### src/hdl/hbs_defs.svh
// Constants of the host select and clear-to-send status block.
// Assumes inclusion by bare name from every design file that needs it.
`ifndef HBS_DEFS_SVH
`define HBS_DEFS_SVH

// Register indices on the three select lines
`define HBS_IDX_DIV_LO     3'h0
`define HBS_IDX_DIV_HI     3'h1
`define HBS_IDX_INT_EN     3'h1
`define HBS_IDX_LINE_CTL   3'h3
`define HBS_IDX_MODEM_CTL  3'h4
`define HBS_IDX_MODEM_STAT 3'h6

// Field positions
`define HBS_LINE_DIVACC_BIT 7
`define HBS_INT_MODEM_BIT   3
`define HBS_MCTL_AUTO_BIT   5
`define HBS_MSTAT_CTS_BIT   4
`define HBS_MSTAT_DCTS_BIT  0

// Reset values, then the divider constants one and zero
`define HBS_DIV_RST   16'h0001
`define HBS_BYTE_RST  8'h00
`define HBS_IDX_RST   3'h0
`define HBS_CNT_RST   16'h0000
`define HBS_DIV_ONE   16'h0001
`define HBS_DIV_ZERO  16'h0000

// Divisor that the rate period self-check watches; its depth of 5 must match
`define HBS_CHK_DIV   16'h0005

`endif

### src/hdl/hbs_pkg.sv
// Types shared by the host select and clear-to-send status block.
// Assumes hbs_defs.svh is compiled alongside; holds types only.
package hbs_pkg;

  // One set of select inputs as seen by the decode logic
  typedef struct packed {
    logic [2:0] idx;   // Register index
    logic       cs_a;  // First chip select, active high
    logic       cs_b;  // Second chip select, active high
    logic       cs_n;  // Third chip select, active low
  } hbs_sel_type;

  // Clear-to-send status as reported to the host
  typedef struct packed {
    logic level;  // Input asserted
    logic delta;  // Changed since last status read
    logic irq;    // Modem status interrupt request
  } hbs_cts_type;

endpackage

### src/hdl/hbs_rate_gen.sv
// Programmable divider that makes the 16x rate tick from core_clk.
// Assumes the divisor is held stable by the host between writes.
`timescale 1ns/1ps
`include "hbs_defs.svh"

module hbs_rate_gen
  import hbs_pkg::*;
#(
  parameter int DIV_W = 16  // Divisor width
) (
  input  wire logic             core_clk,  // Reference clock
  input  wire logic             nrst,      // Synchronous reset, active low
  input  wire logic [DIV_W-1:0] divisor,   // Division factor, 0 stops the tick
  output logic                  tick       // One cycle every divisor cycles
);

  logic [DIV_W-1:0] cnt_q;   // Cycle counter
  logic [DIV_W-1:0] cnt_d;   // Next counter value
  logic             tick_q;  // Registered tick
  logic             tick_d;  // Next tick
  logic             wrap;    // Counter reached the end of a period

  // Count 0..divisor-1; using >= lets a smaller new divisor take hold at once
  always_comb begin
    wrap   = (divisor != DIV_W'(`HBS_DIV_ZERO)) &&
             (cnt_q >= divisor - DIV_W'(`HBS_DIV_ONE));
    cnt_d  = wrap ? DIV_W'(`HBS_CNT_RST) : cnt_q + DIV_W'(`HBS_DIV_ONE);
    tick_d = wrap;
    if (divisor == DIV_W'(`HBS_DIV_ZERO)) begin
      cnt_d = DIV_W'(`HBS_CNT_RST);  // Zero is outside the legal range: hold still
    end
  end

  // Register the counter and tick
  always_ff @(posedge core_clk) begin
    if (!nrst) begin
      cnt_q  <= DIV_W'(`HBS_CNT_RST);
      tick_q <= 1'b0;
    end else begin
      cnt_q  <= cnt_d;
      tick_q <= tick_d;
    end
  end

  assign tick = tick_q;

endmodule

### src/hdl/hbs_cts_status.sv
// Clear-to-send level, change flag and interrupt request.
// Assumes cts_n is already synchronous to core_clk.
`timescale 1ns/1ps
`include "hbs_defs.svh"

module hbs_cts_status
  import hbs_pkg::*;
(
  input  wire logic core_clk,      // Reference clock
  input  wire logic nrst,          // Synchronous reset, active low
  input  wire logic cts_n,         // Clear-to-send input, active low
  input  wire logic stat_rd_done,  // Pulse: host finished reading modem status
  input  wire logic modem_int_en,  // Modem status interrupt enable
  input  wire logic auto_cts_en,   // Automatic flow control on
  output hbs_cts_type stat         // Level, change flag, interrupt
);

  logic prev_q;    // Input one cycle ago
  logic prev_d;    // Next previous value
  logic seen_q;    // Previous value is meaningful
  logic seen_d;    // Next seen flag
  logic delta_q;   // Sticky change flag
  logic delta_d;   // Next change flag
  logic changed;   // Input moved this cycle

  // Change detect; set beats clear so no edge is lost during a status read
  always_comb begin
    changed = seen_q && (cts_n != prev_q);
    prev_d  = cts_n;
    seen_d  = 1'b1;
    delta_d = delta_q;
    if (stat_rd_done) begin
      delta_d = 1'b0;
    end
    if (changed) begin
      delta_d = 1'b1;
    end
  end

  // Register the change state
  always_ff @(posedge core_clk) begin
    if (!nrst) begin
      prev_q  <= 1'b1;
      seen_q  <= 1'b0;
      delta_q <= 1'b0;
    end else begin
      prev_q  <= prev_d;
      seen_q  <= seen_d;
      delta_q <= delta_d;
    end
  end

  assign stat.level = ~cts_n;
  assign stat.delta = delta_q;
  assign stat.irq   = delta_q && modem_int_en && !auto_cts_en;

endmodule

### src/hdl/hbs_host_port.sv
// Host select logic, register access, 16x rate clock and clear-to-send
// status of the serial element's processor port.
// Assumes host strobes and selects are synchronous to core_clk and that
// the outside world resolves the data wire from host_bus_oe.
`timescale 1ns/1ps
`include "hbs_defs.svh"

module hbs_host_port
  import hbs_pkg::*;
#(
  parameter int DIV_W  = 16,  // Divisor width
  parameter int DATA_W = 8    // Host data width
) (
  input  wire logic              core_clk,               // Reference clock
  input  wire logic              nrst,                   // Sync reset, active low
  input  wire logic              reg_index_bit0,         // Register index bit 0
  input  wire logic              reg_index_bit1,         // Register index bit 1
  input  wire logic              reg_index_bit2,         // Register index bit 2
  input  wire logic              select_latch_strobe_n,  // Select latch strobe
  input  wire logic              chip_sel_hi_a,          // Chip select, active high
  input  wire logic              chip_sel_hi_b,          // Chip select, active high
  input  wire logic              chip_sel_lo_n,          // Chip select, active low
  input  wire logic              host_rd_n,              // Read strobe, active low
  input  wire logic              host_wr_n,              // Write strobe, active low
  input  wire logic [DATA_W-1:0] host_bus_in,            // Data bus, wire level
  output logic      [DATA_W-1:0] host_bus_out,           // Data bus, driven value
  output logic                   host_bus_oe,            // Data bus drive enable
  input  wire logic              cts_n,                  // Clear to send, active low
  output logic                   rate_clock_x16_out,     // 16x rate tick
  output logic                   tx_allow,               // Transmitter may send
  output logic                   modem_irq               // Modem status interrupt
);

  // Select path state
  hbs_sel_type live_sel;   // Selects as on the pins now
  hbs_sel_type held_q;     // Selects caught at strobe rise
  hbs_sel_type held_d;     // Next held selects
  hbs_sel_type eff_sel;    // Selects used by the decode
  logic        strobe_q;   // Strobe one cycle ago
  logic        strobe_d;   // Next strobe history
  logic        strobe_rise;  // Strobe went low to high
  logic        sel_on;     // Device is selected

  // Register file state
  logic [DIV_W-1:0]  div_q;       // Rate divisor
  logic [DIV_W-1:0]  div_d;       // Next divisor
  logic [DATA_W-1:0] int_en_q;    // Interrupt enable
  logic [DATA_W-1:0] int_en_d;    // Next interrupt enable
  logic [DATA_W-1:0] line_q;      // Line control
  logic [DATA_W-1:0] line_d;      // Next line control
  logic [DATA_W-1:0] mctl_q;      // Modem control
  logic [DATA_W-1:0] mctl_d;      // Next modem control
  logic [DATA_W-1:0] rdata_q;     // Read data driven on the bus
  logic [DATA_W-1:0] rdata_d;     // Next read data
  logic              stat_rd_q;   // Modem status read in progress
  logic              stat_rd_d;   // Next status read flag
  logic              stat_rd_done;  // Status read just ended
  logic              div_acc;     // Divisor access bit
  logic              rd_on;       // Selected read this cycle
  logic              wr_on;       // Selected write this cycle
  logic [DATA_W-1:0] stat_byte;   // Modem status as read
  hbs_cts_type       cts_stat;    // Clear-to-send status
  logic              tick;        // Rate tick from divider

  // Pack byte halves of the divisor; used by the read mux only, writes slice div_d directly
  function automatic logic [DATA_W-1:0] div_byte(input logic [DIV_W-1:0] d,
                                                 input logic             hi);
    div_byte = hi ? d[DIV_W-1 -: DATA_W] : d[DATA_W-1:0];
  endfunction

  // Chip select decode, shared by live and held paths
  function automatic logic sel_match(input hbs_sel_type s);
    sel_match = s.cs_a && s.cs_b && !s.cs_n;
  endfunction

  assign live_sel.idx  = {reg_index_bit2, reg_index_bit1, reg_index_bit0};
  assign live_sel.cs_a = chip_sel_hi_a;
  assign live_sel.cs_b = chip_sel_hi_b;
  assign live_sel.cs_n = chip_sel_lo_n;

  // Select latch: transparent while the strobe is low, frozen while high.
  // The rise cycle itself uses the pins, which equal what is being caught.
  always_comb begin
    strobe_d    = select_latch_strobe_n;
    strobe_rise = select_latch_strobe_n && !strobe_q;
    held_d      = held_q;
    if (strobe_rise) begin
      held_d = live_sel;
    end
    if (!select_latch_strobe_n || strobe_rise) begin
      eff_sel = live_sel;
    end else begin
      eff_sel = held_q;
    end
    sel_on = sel_match(eff_sel);
  end

  // Register the select latch
  always_ff @(posedge core_clk) begin
    if (!nrst) begin
      strobe_q     <= 1'b1;
      held_q.idx   <= `HBS_IDX_RST;
      held_q.cs_a  <= 1'b0;
      held_q.cs_b  <= 1'b0;
      held_q.cs_n  <= 1'b1;
    end else begin
      strobe_q <= strobe_d;
      held_q   <= held_d;
    end
  end

  // Strobes only count while selected; otherwise the device sits idle
  assign rd_on   = sel_on && !host_rd_n;
  assign wr_on   = sel_on && !host_wr_n;
  assign div_acc = line_q[`HBS_LINE_DIVACC_BIT];

  // Status byte: only the clear-to-send fields live here, the rest read zero
  always_comb begin
    stat_byte                      = `HBS_BYTE_RST;
    stat_byte[`HBS_MSTAT_CTS_BIT]  = cts_stat.level;
    stat_byte[`HBS_MSTAT_DCTS_BIT] = cts_stat.delta;
  end

  // Register writes and read mux; index picks the target
  always_comb begin
    div_d     = div_q;
    int_en_d  = int_en_q;
    line_d    = line_q;
    mctl_d    = mctl_q;
    rdata_d   = rdata_q;
    stat_rd_d = rd_on && (eff_sel.idx == `HBS_IDX_MODEM_STAT);
    if (wr_on) begin
      unique case (eff_sel.idx)
        `HBS_IDX_DIV_LO: begin
          if (div_acc) begin
            div_d[DATA_W-1:0] = host_bus_in;
          end
        end
        `HBS_IDX_DIV_HI: begin
          if (div_acc) begin
            div_d[DIV_W-1 -: DATA_W] = host_bus_in;
          end else begin
            int_en_d = host_bus_in;
          end
        end
        `HBS_IDX_LINE_CTL:  line_d = host_bus_in;
        `HBS_IDX_MODEM_CTL: mctl_d = host_bus_in;
        default: ;  // Read-only or absent indices ignore writes
      endcase
    end
    if (rd_on) begin
      unique case (eff_sel.idx)
        `HBS_IDX_DIV_LO:     rdata_d = div_acc ? div_byte(div_q, 1'b0) : `HBS_BYTE_RST;
        `HBS_IDX_DIV_HI:     rdata_d = div_acc ? div_byte(div_q, 1'b1) : int_en_q;
        `HBS_IDX_LINE_CTL:   rdata_d = line_q;
        `HBS_IDX_MODEM_CTL:  rdata_d = mctl_q;
        `HBS_IDX_MODEM_STAT: rdata_d = stat_byte;
        default:             rdata_d = `HBS_BYTE_RST;
      endcase
    end
  end

  // Register file flops
  always_ff @(posedge core_clk) begin
    if (!nrst) begin
      div_q     <= DIV_W'(`HBS_DIV_RST);
      int_en_q  <= `HBS_BYTE_RST;
      line_q    <= `HBS_BYTE_RST;
      mctl_q    <= `HBS_BYTE_RST;
      rdata_q   <= `HBS_BYTE_RST;
      stat_rd_q <= 1'b0;
    end else begin
      div_q     <= div_d;
      int_en_q  <= int_en_d;
      line_q    <= line_d;
      mctl_q    <= mctl_d;
      rdata_q   <= rdata_d;
      stat_rd_q <= stat_rd_d;
    end
  end

  // Clear on the end of the read, so the host has seen the flag first
  assign stat_rd_done = stat_rd_q && !stat_rd_d;

  // Data bus: drive only during a selected read; the read byte trails by
  // one cycle, so hosts must sample at least one cycle into the read
  assign host_bus_out = rdata_q;
  assign host_bus_oe  = rd_on;

  // Rate divider
  hbs_rate_gen #(
    .DIV_W (DIV_W)
  ) u_rate (
    .core_clk (core_clk),
    .nrst     (nrst),
    .divisor  (div_q),
    .tick     (tick)
  );

  // Clear-to-send status
  hbs_cts_status u_cts (
    .core_clk     (core_clk),
    .nrst         (nrst),
    .cts_n        (cts_n),
    .stat_rd_done (stat_rd_done),
    .modem_int_en (int_en_q[`HBS_INT_MODEM_BIT]),
    .auto_cts_en  (mctl_q[`HBS_MCTL_AUTO_BIT]),
    .stat         (cts_stat)
  );

  assign rate_clock_x16_out = tick;
  // Transmitter may send freely unless auto mode waits on the input
  assign tx_allow  = !mctl_q[`HBS_MCTL_AUTO_BIT] || cts_stat.level;
  assign modem_irq = cts_stat.irq;
endmodule

### config.mk
export PLATFORM = sky130hd
export DESIGN_NAME = hbs_host_port
export DESIGN_NICKNAME = d
export VERILOG_FILES = /design/src/hdl/hbs_pkg.sv /design/src/hdl/hbs_rate_gen.sv /design/src/hdl/hbs_cts_status.sv /design/src/hdl/hbs_host_port.sv
export VERILOG_INCLUDE_DIRS = /design/src /design/src/hdl
export SDC_FILE = /design/constraint.sdc
export NUM_CORES = 1
export LEC_CHECK = 0
export BUFFER_PORTS_ARGS = -buffer_cell sky130_fd_sc_hd__buf_2
export CAP_MARGIN = 10
export CORE_ASPECT_RATIO = 0.5
export CORE_MARGIN = 5
export CORE_UTILIZATION = 50
export DETAILED_ROUTE_END_ITERATION = 12
export PLACE_DENSITY = 0.68
export SYNTH_ARGS = -nofsm -noshare
export SYNTH_HDL_FRONTEND = slang
export SYNTH_SLANG_ARGS = --single-unit
### constraint.sdc
create_clock -name core_clk -period 4.6 [get_ports core_clk]
set_clock_uncertainty 0.05 [all_clocks]
set_input_delay 0.23 -clock core_clk [delete_from_list [all_inputs] [get_ports core_clk]]
set_output_delay 0.23 -clock core_clk [all_outputs]
set_load 0.005 [all_outputs]
== Yosys cells after proc, flatten, opt, wreduce, memory -nomap -nowiden ==
Index checks and enable logic that the tools add are counted.
Widths: inputs -> output; s select.

* Output and inout port bits: 12
* Bits in registers: 76
* Word-level logic and storage cells: 65
* Bits of input ports: 20

* Equality and inequality tests: 5
* Mux-type cells: 7
* Bitwise gates (word level): 3
* Add/sub/neg operators: 2
* Magnitude comparators: 1
* Reductions and logical operators: 30

{| class="wikitable"
|+ Operators with widths
! operator !! number
|-
| $pmux 8 s5 || 1
|-
| $add 16x1->16 const B || 1
|-
| $ge 16x16->1 || 1
|-
| $logic_not 16->1 || 1
|-
| $mux 8 || 2
|-
| $reduce_bool 16->1 || 1
|-
| $sub 16x1->16 const B || 1
|-
| $logic_and 1x1->1 || 11
|-
| $reduce_and 3->1 || 3
|-
| $logic_not 1->1 || 7
|-
| $eq 3x3->1 const B || 2
|-
| $mux 6 || 1
|-
| $reduce_and 2->1 || 2
|-
| $eq 3x1->1 const B || 1
|-
| $eq 3x2->1 const B || 1
|-
| $logic_not 3->1 || 1
|-
| $mux 1 || 3
|-
| $not 1->1 || 3
|-
| $reduce_or 3->1 || 1
|-
| $logic_or 1x1->1 || 2
|-
| $reduce_bool 2->1 || 1
|-
| $ne 1x1->1 || 1
|}

== Logic depth before layout (Yosys ltp) ==
* Depth in word-level cells: 12
* Mapped depth: 12
* Gate-level depth less buffers: 11

== Hierarchy ==
A second synthesis with hierarchy kept.

* Cells, all modules: 463
* Area total of the unflattened synthesis: 4160.2 sq um

{| class="wikitable"
|+ Modules (own cells, without submodules)
! module !! cells each !! times used !! sequential area each (sq um) !! area an instance (sq um)
|-
| hbs_host_port || 280 || 1 || 1121.1 || 2650.0
|-
| hbs_rate_gen || 171 || 1 || 340.3 || 1402.6
|-
| hbs_cts_status || 12 || 1 || 60.1 || 107.6
|}

== Worst setup path after synthesis ==
Ideal clock, no wire load.

* Path kind: reg2reg
* From: register div_q[8]
* To: register u_rate.cnt_q[10]
* Stages on the path, launching flop included: 12
* Setup time: 0.132 ns
* Period minus slack after synthesis: 3.206 ns
* Setup slack: 1.394 ns
* Arrival time: 3.024 ns
* Data required time: 4.418 ns
* Buffers on the path: 2
* Path through: dfxtp_1 -> or4_4 -> or4_4 -> nor3_1 -> xnor2_1 -> ha_1 -> nand4_1 -> nor3_1 -> and4_1 -> clkbuf_1 -> clkbuf_1 -> nor3_1

* Longest elaborated chain between the ends: 4
* Elaborated cells between the ends (all ways): 6
* Classes of those cells: add/sub (1); order compare (1); reduce/logical (4)

{| class="wikitable"
|+ RTL lines
! item !! RTL line !! text
|-
| start, declared || hbs_host_port.sv:45 || <nowiki>logic [DIV_W-1:0] div_q;</nowiki>
|-
| start signal, assigned || hbs_host_port.sv:166 || <nowiki>div_q <= DIV_W'(`HBS_DIV_RST);</nowiki>
|-
| start signal, assigned || hbs_host_port.sv:173 || <nowiki>div_q <= div_d;</nowiki>
|-
| $sub 16x1->16 || hbs_rate_gen.sv:26 || <nowiki>(cnt_q >= divisor - DIV_W'(`HBS_DIV_ONE));</nowiki>
|-
| $ge 16x16->1 || hbs_rate_gen.sv:26 ||
|-
| $logic_and 1x1->1 || hbs_rate_gen.sv:25 || <nowiki>wrap = (divisor != DIV_W'(`HBS_DIV_ZERO)) &&</nowiki>
|-
| $reduce_or 3->1 (no source line) (*) || - ||
|-
| end signal, assigned || hbs_rate_gen.sv:37 || <nowiki>cnt_q <= DIV_W'(`HBS_CNT_RST);</nowiki>
|-
| end signal, assigned || hbs_rate_gen.sv:40 || <nowiki>cnt_q <= cnt_d;</nowiki>
|-
| end, declared || hbs_rate_gen.sv:17 || <nowiki>logic [DIV_W-1:0] cnt_q;</nowiki>
|}

Mark *: on every way between the ends. The rest lies on a longest branch, timed or not.
A chain may end at the register's enable or synchronous reset.

== Final worst setup path ==
* From: register div_q[2]
* To: register u_rate.cnt_q[8]

The elaborated chain is that of the path after synthesis.

==> results.py <==
metrics = {
    "cts": {
        "cts_tree": "done",
        "cts_setup_buffers": 0,
        "clkLatencyLatePin_ns": 0.34,
        "h-tree-depth": 3,
        "cts_buffers": 9,
        "path_clk_slew_ns": 0.06,
        "clk_path_buf_depth": 2,
        "cts_root_buf": "clkbuf_16",
        "clock-sinks": 76,
        "ctsHoldBuffers": 0,
        "cts_resized": 0,
    },
    "layout": {
        "layout_common_cells": "dfxtp_1, nand2_1, mux2i_1, nor2_1, buf_2",
        "final_common_cell": "dfxtp_1",
        "antennaDiodeCount": 0,
        "nFillCells": 712,
        "drive_gt1_frac": 0.147,
        "nets": 503,
        "syn2layout_area_growth_pct": 13.7,
    },
    "synth": {
        "synth_top_family_by_area": "simple AND/OR/NAND/NOR gates",
        "syn_nets": 478,
        "syn_area_per_cell_sq_um": 9.15,
        "ys.flop_type": "dfxtp_1",
        "synthMuxAreaShare": 0.150,
        "synth_warnings": 0,
        "synthAdderAreaFrac": 0.0592,
        "synth_xor_xnor_area_share": 0.0654,
        "synth_async_sr_flop_share": 0,
        "yosys.area_share.simple": 0.213,
        "synthCells": 439,
        "synth_area_sq_um": 4020,
        "yosys_register_bits": 76,
        "synth-compound-area-share": 0.105,
        "synth_cell_types": 51,
        "synth_edf_count": 0,
        "synth-seq-area-share": 0.379,
    },
    "worst_setup_path": {
        "cp_cell_sequence": "nor4_1 > nor2b_1 > nand2_1 > or4_2 > xor2_1 > ha_1 > nand2_1 > nor3_1 > and4_1 > nor3_1",
        "crit_path_end_kind": "flip-flop",
        "r2r_slack_ns": 1.23,
        "reg2reg_depth": 10,
        "startpoint": "div_q[2]$_SDFFE_PN0P_",
        "cp-endpoint": "u_rate.cnt_q[8]$_SDFF_PP0_",
        "critPathTopFamily": "simple AND/OR/NAND/NOR gates",
        "path_buf_inv": 0,
        "r2r-end": "u_rate.cnt_q[8]$_SDFF_PP0_",
        "r2r_start": "div_q[2]$_SDFFE_PN0P_",
        "cp-start-kind": "flip-flop",
        "crit_slowest_cell": "and4_1",
        "critical_path_class": "reg2reg",
        "cp.required_ns": 4.74,
        "cp_max_fo": 17,
        "max_stage_delay_ns": 0.61,
        "cp.depth": 10,
        "cp.arrival_ns": 3.51,
    },
    "power": {
        "total_power_mw": 1.47,
        "p_leak_nw": 1.79,
        "ir_drop_v": 0.000250,
        "powerDensity_nw_per_um2": 321,
    },
    "timing": {
        "fin_ws_ns": 1.23,
        "slew_headroom": 0.276,
        "min_period_ns": 3.37,
        "maxSlewViolCount": 0,
        "fin_crit_sh": 0.733,
        "final.setup.tns_ns": 0,
        "final_hold_viol_count": 0,
        "setup_viol": 0,
        "worst_pin_slew_ns": 1.08,
        "fmax_ghz": 0.297,
        "rsz0062_at_grt": "no",
    },
    "routing": {
        "wire_per_inst_um": 16.3,
        "vias_per_cell": 5.58,
        "initialDrtViolationCount": 200,
        "routed_wl_mm": 9.46,
        "ant_nets": 0,
        "first_pass_iters": 5,
        "vias": 3242,
        "route.detailed.drc": 0,
    },
    "placed_design": {
        "dp_hpwl_mm": 6.73,
        "place_ws_ns": 1.18,
        "io_buffers": 31,
        "finalWeightedCongestion": 0.795,
    },
    "min_path": {
        "hold_class": "in2reg",
    },
    "floorplan": {
        "rows": 23,
        "dieArea_sq_um": 10000,
        "ios": 32,
        "die_width_um": 137,
        "die_y_um": 73.4,
        "fp.coreArea_sq_um": 7910,
        "start_util": 0.508,
    },
    "global_routing": {
        "antenna_found_initial": 0,
        "grt_pass1_vias": 3043,
        "grt_start_max_net_pins": 34,
        "grt.overflow.total": 0,
        "grtUsageTotal": 0.202,
        "grt_pass1_wl_mm": 15.6,
    },
    "run": {
        "timing.max_cap.violations": 0,
    },
    "run_status": {
        "outcome": "complete, no violations",
    },
}
per-layer routing:
layer	up-vias	part of all wire	track usage
li1	1632	-	-
met1	1542	0.49	0.279
met2	62	0.44	0.311
met3	6	0.061	0.0650
met4	0	0.0070	0.0391
met5	-	0	0
how the worst min path moves through the flow:
stage | end | depth (start not counted) | startpoint
final | u_cts.prev_q$_SDFF_PN1_ | 3 | cts_n
after global routing | u_cts.prev_q$_SDFF_PN1_ | 3 | cts_n
after CTS | u_cts.prev_q$_SDFF_PN1_ | 3 | cts_n
after detailed placement | u_cts.delta_q$_SDFFE_PN0P_ | 1 | stat_rd_q$_SDFF_PN0_
after global placement | u_cts.delta_q$_SDFFE_PN0P_ | 1 | stat_rd_q$_SDFF_PN0_
after floorplan | u_cts.seen_q$_DFF_P_ | 0 | nrst
registers in the layout, indices dropped and copies added (netlist names):
name,cells
u_cts.seen_q,1
host_bus_out,8
u_cts.prev_q,1
strobe_q,1
u_rate.cnt_q,16
div_q,16
line_q,8
u_cts.delta_q,1
u_rate.tick,1
stat_rd_q,1
mctl_q,8
int_en_q,8
held_q,6
kinds of logic after synthesis:
family          Yosys count
flops                    76
buf+inv                  28
xor+xnor                 30
compound gates           56
fa+ha+maj                19
mux                      59
simple gates            171
worst min-delay path: stages:
cell and delay (ns):
buf_2 0.10, inv_1 0.05, nand2_1 0.05
where the power goes:
| part | switching (mW) | leakage (nW) | internal [mW] |
|---|---|---|---|
| sequential | 0.00399 | 0.614 | 0.663 |
| combinational | 0.0468 | 1.02 | 0.0232 |
| clock | 0.289 | 0.155 | 0.440 |
area by class of cell:
class / instances / area [sq um] / area share
clock buffers: 10 / 239 / 0.0523
clock inverters: 6 / 72.6 / 0.0159
inverters: 8 / 30.0 / 0.00658
multi-input cells: 335 / 2380 / 0.522
flip-flops and latches: 76 / 1520 / 0.333
well taps: 112 / 140 / 0.0307
repair buffers: 34 / 178 / 0.0389
stage by stage:
step                      area (sq um)  std cells  hold slack, ns   util
after floorplan                   4020        439           0.208      -
after global placement            4250        565           0.359  0.538
after detailed placement          4250        565           0.359  0.538
after CTS                         4570        581          0.0586  0.577
after global routing              4570        581          0.0804  0.577
final                             4570        581          0.0692  0.577
cells in the mapped netlist, types with 5 or more instances:
cell,number,area [sq um]
clkbuf_1,15,56.3
inv_1,8,30.0
mux2_2,8,90.1
nand4_1,8,50.1
nor4_1,5,31.3
nand3_1,8,40.0
nor2_1,42,158
xnor2_1,17,149
mux2i_1,51,510
a22o_1,7,61.3
a22oi_1,7,52.6
dfxtp_1,76,1520
ha_1,19,238
a21oi_1,7,35.0
nand2_1,57,214
xor2_1,13,114
and4b_1,5,50.1
o21ai_0,8,40.0
a32oi_1,6,52.6
nor3_1,19,95.1
Power figures use the tool's default switching activity.
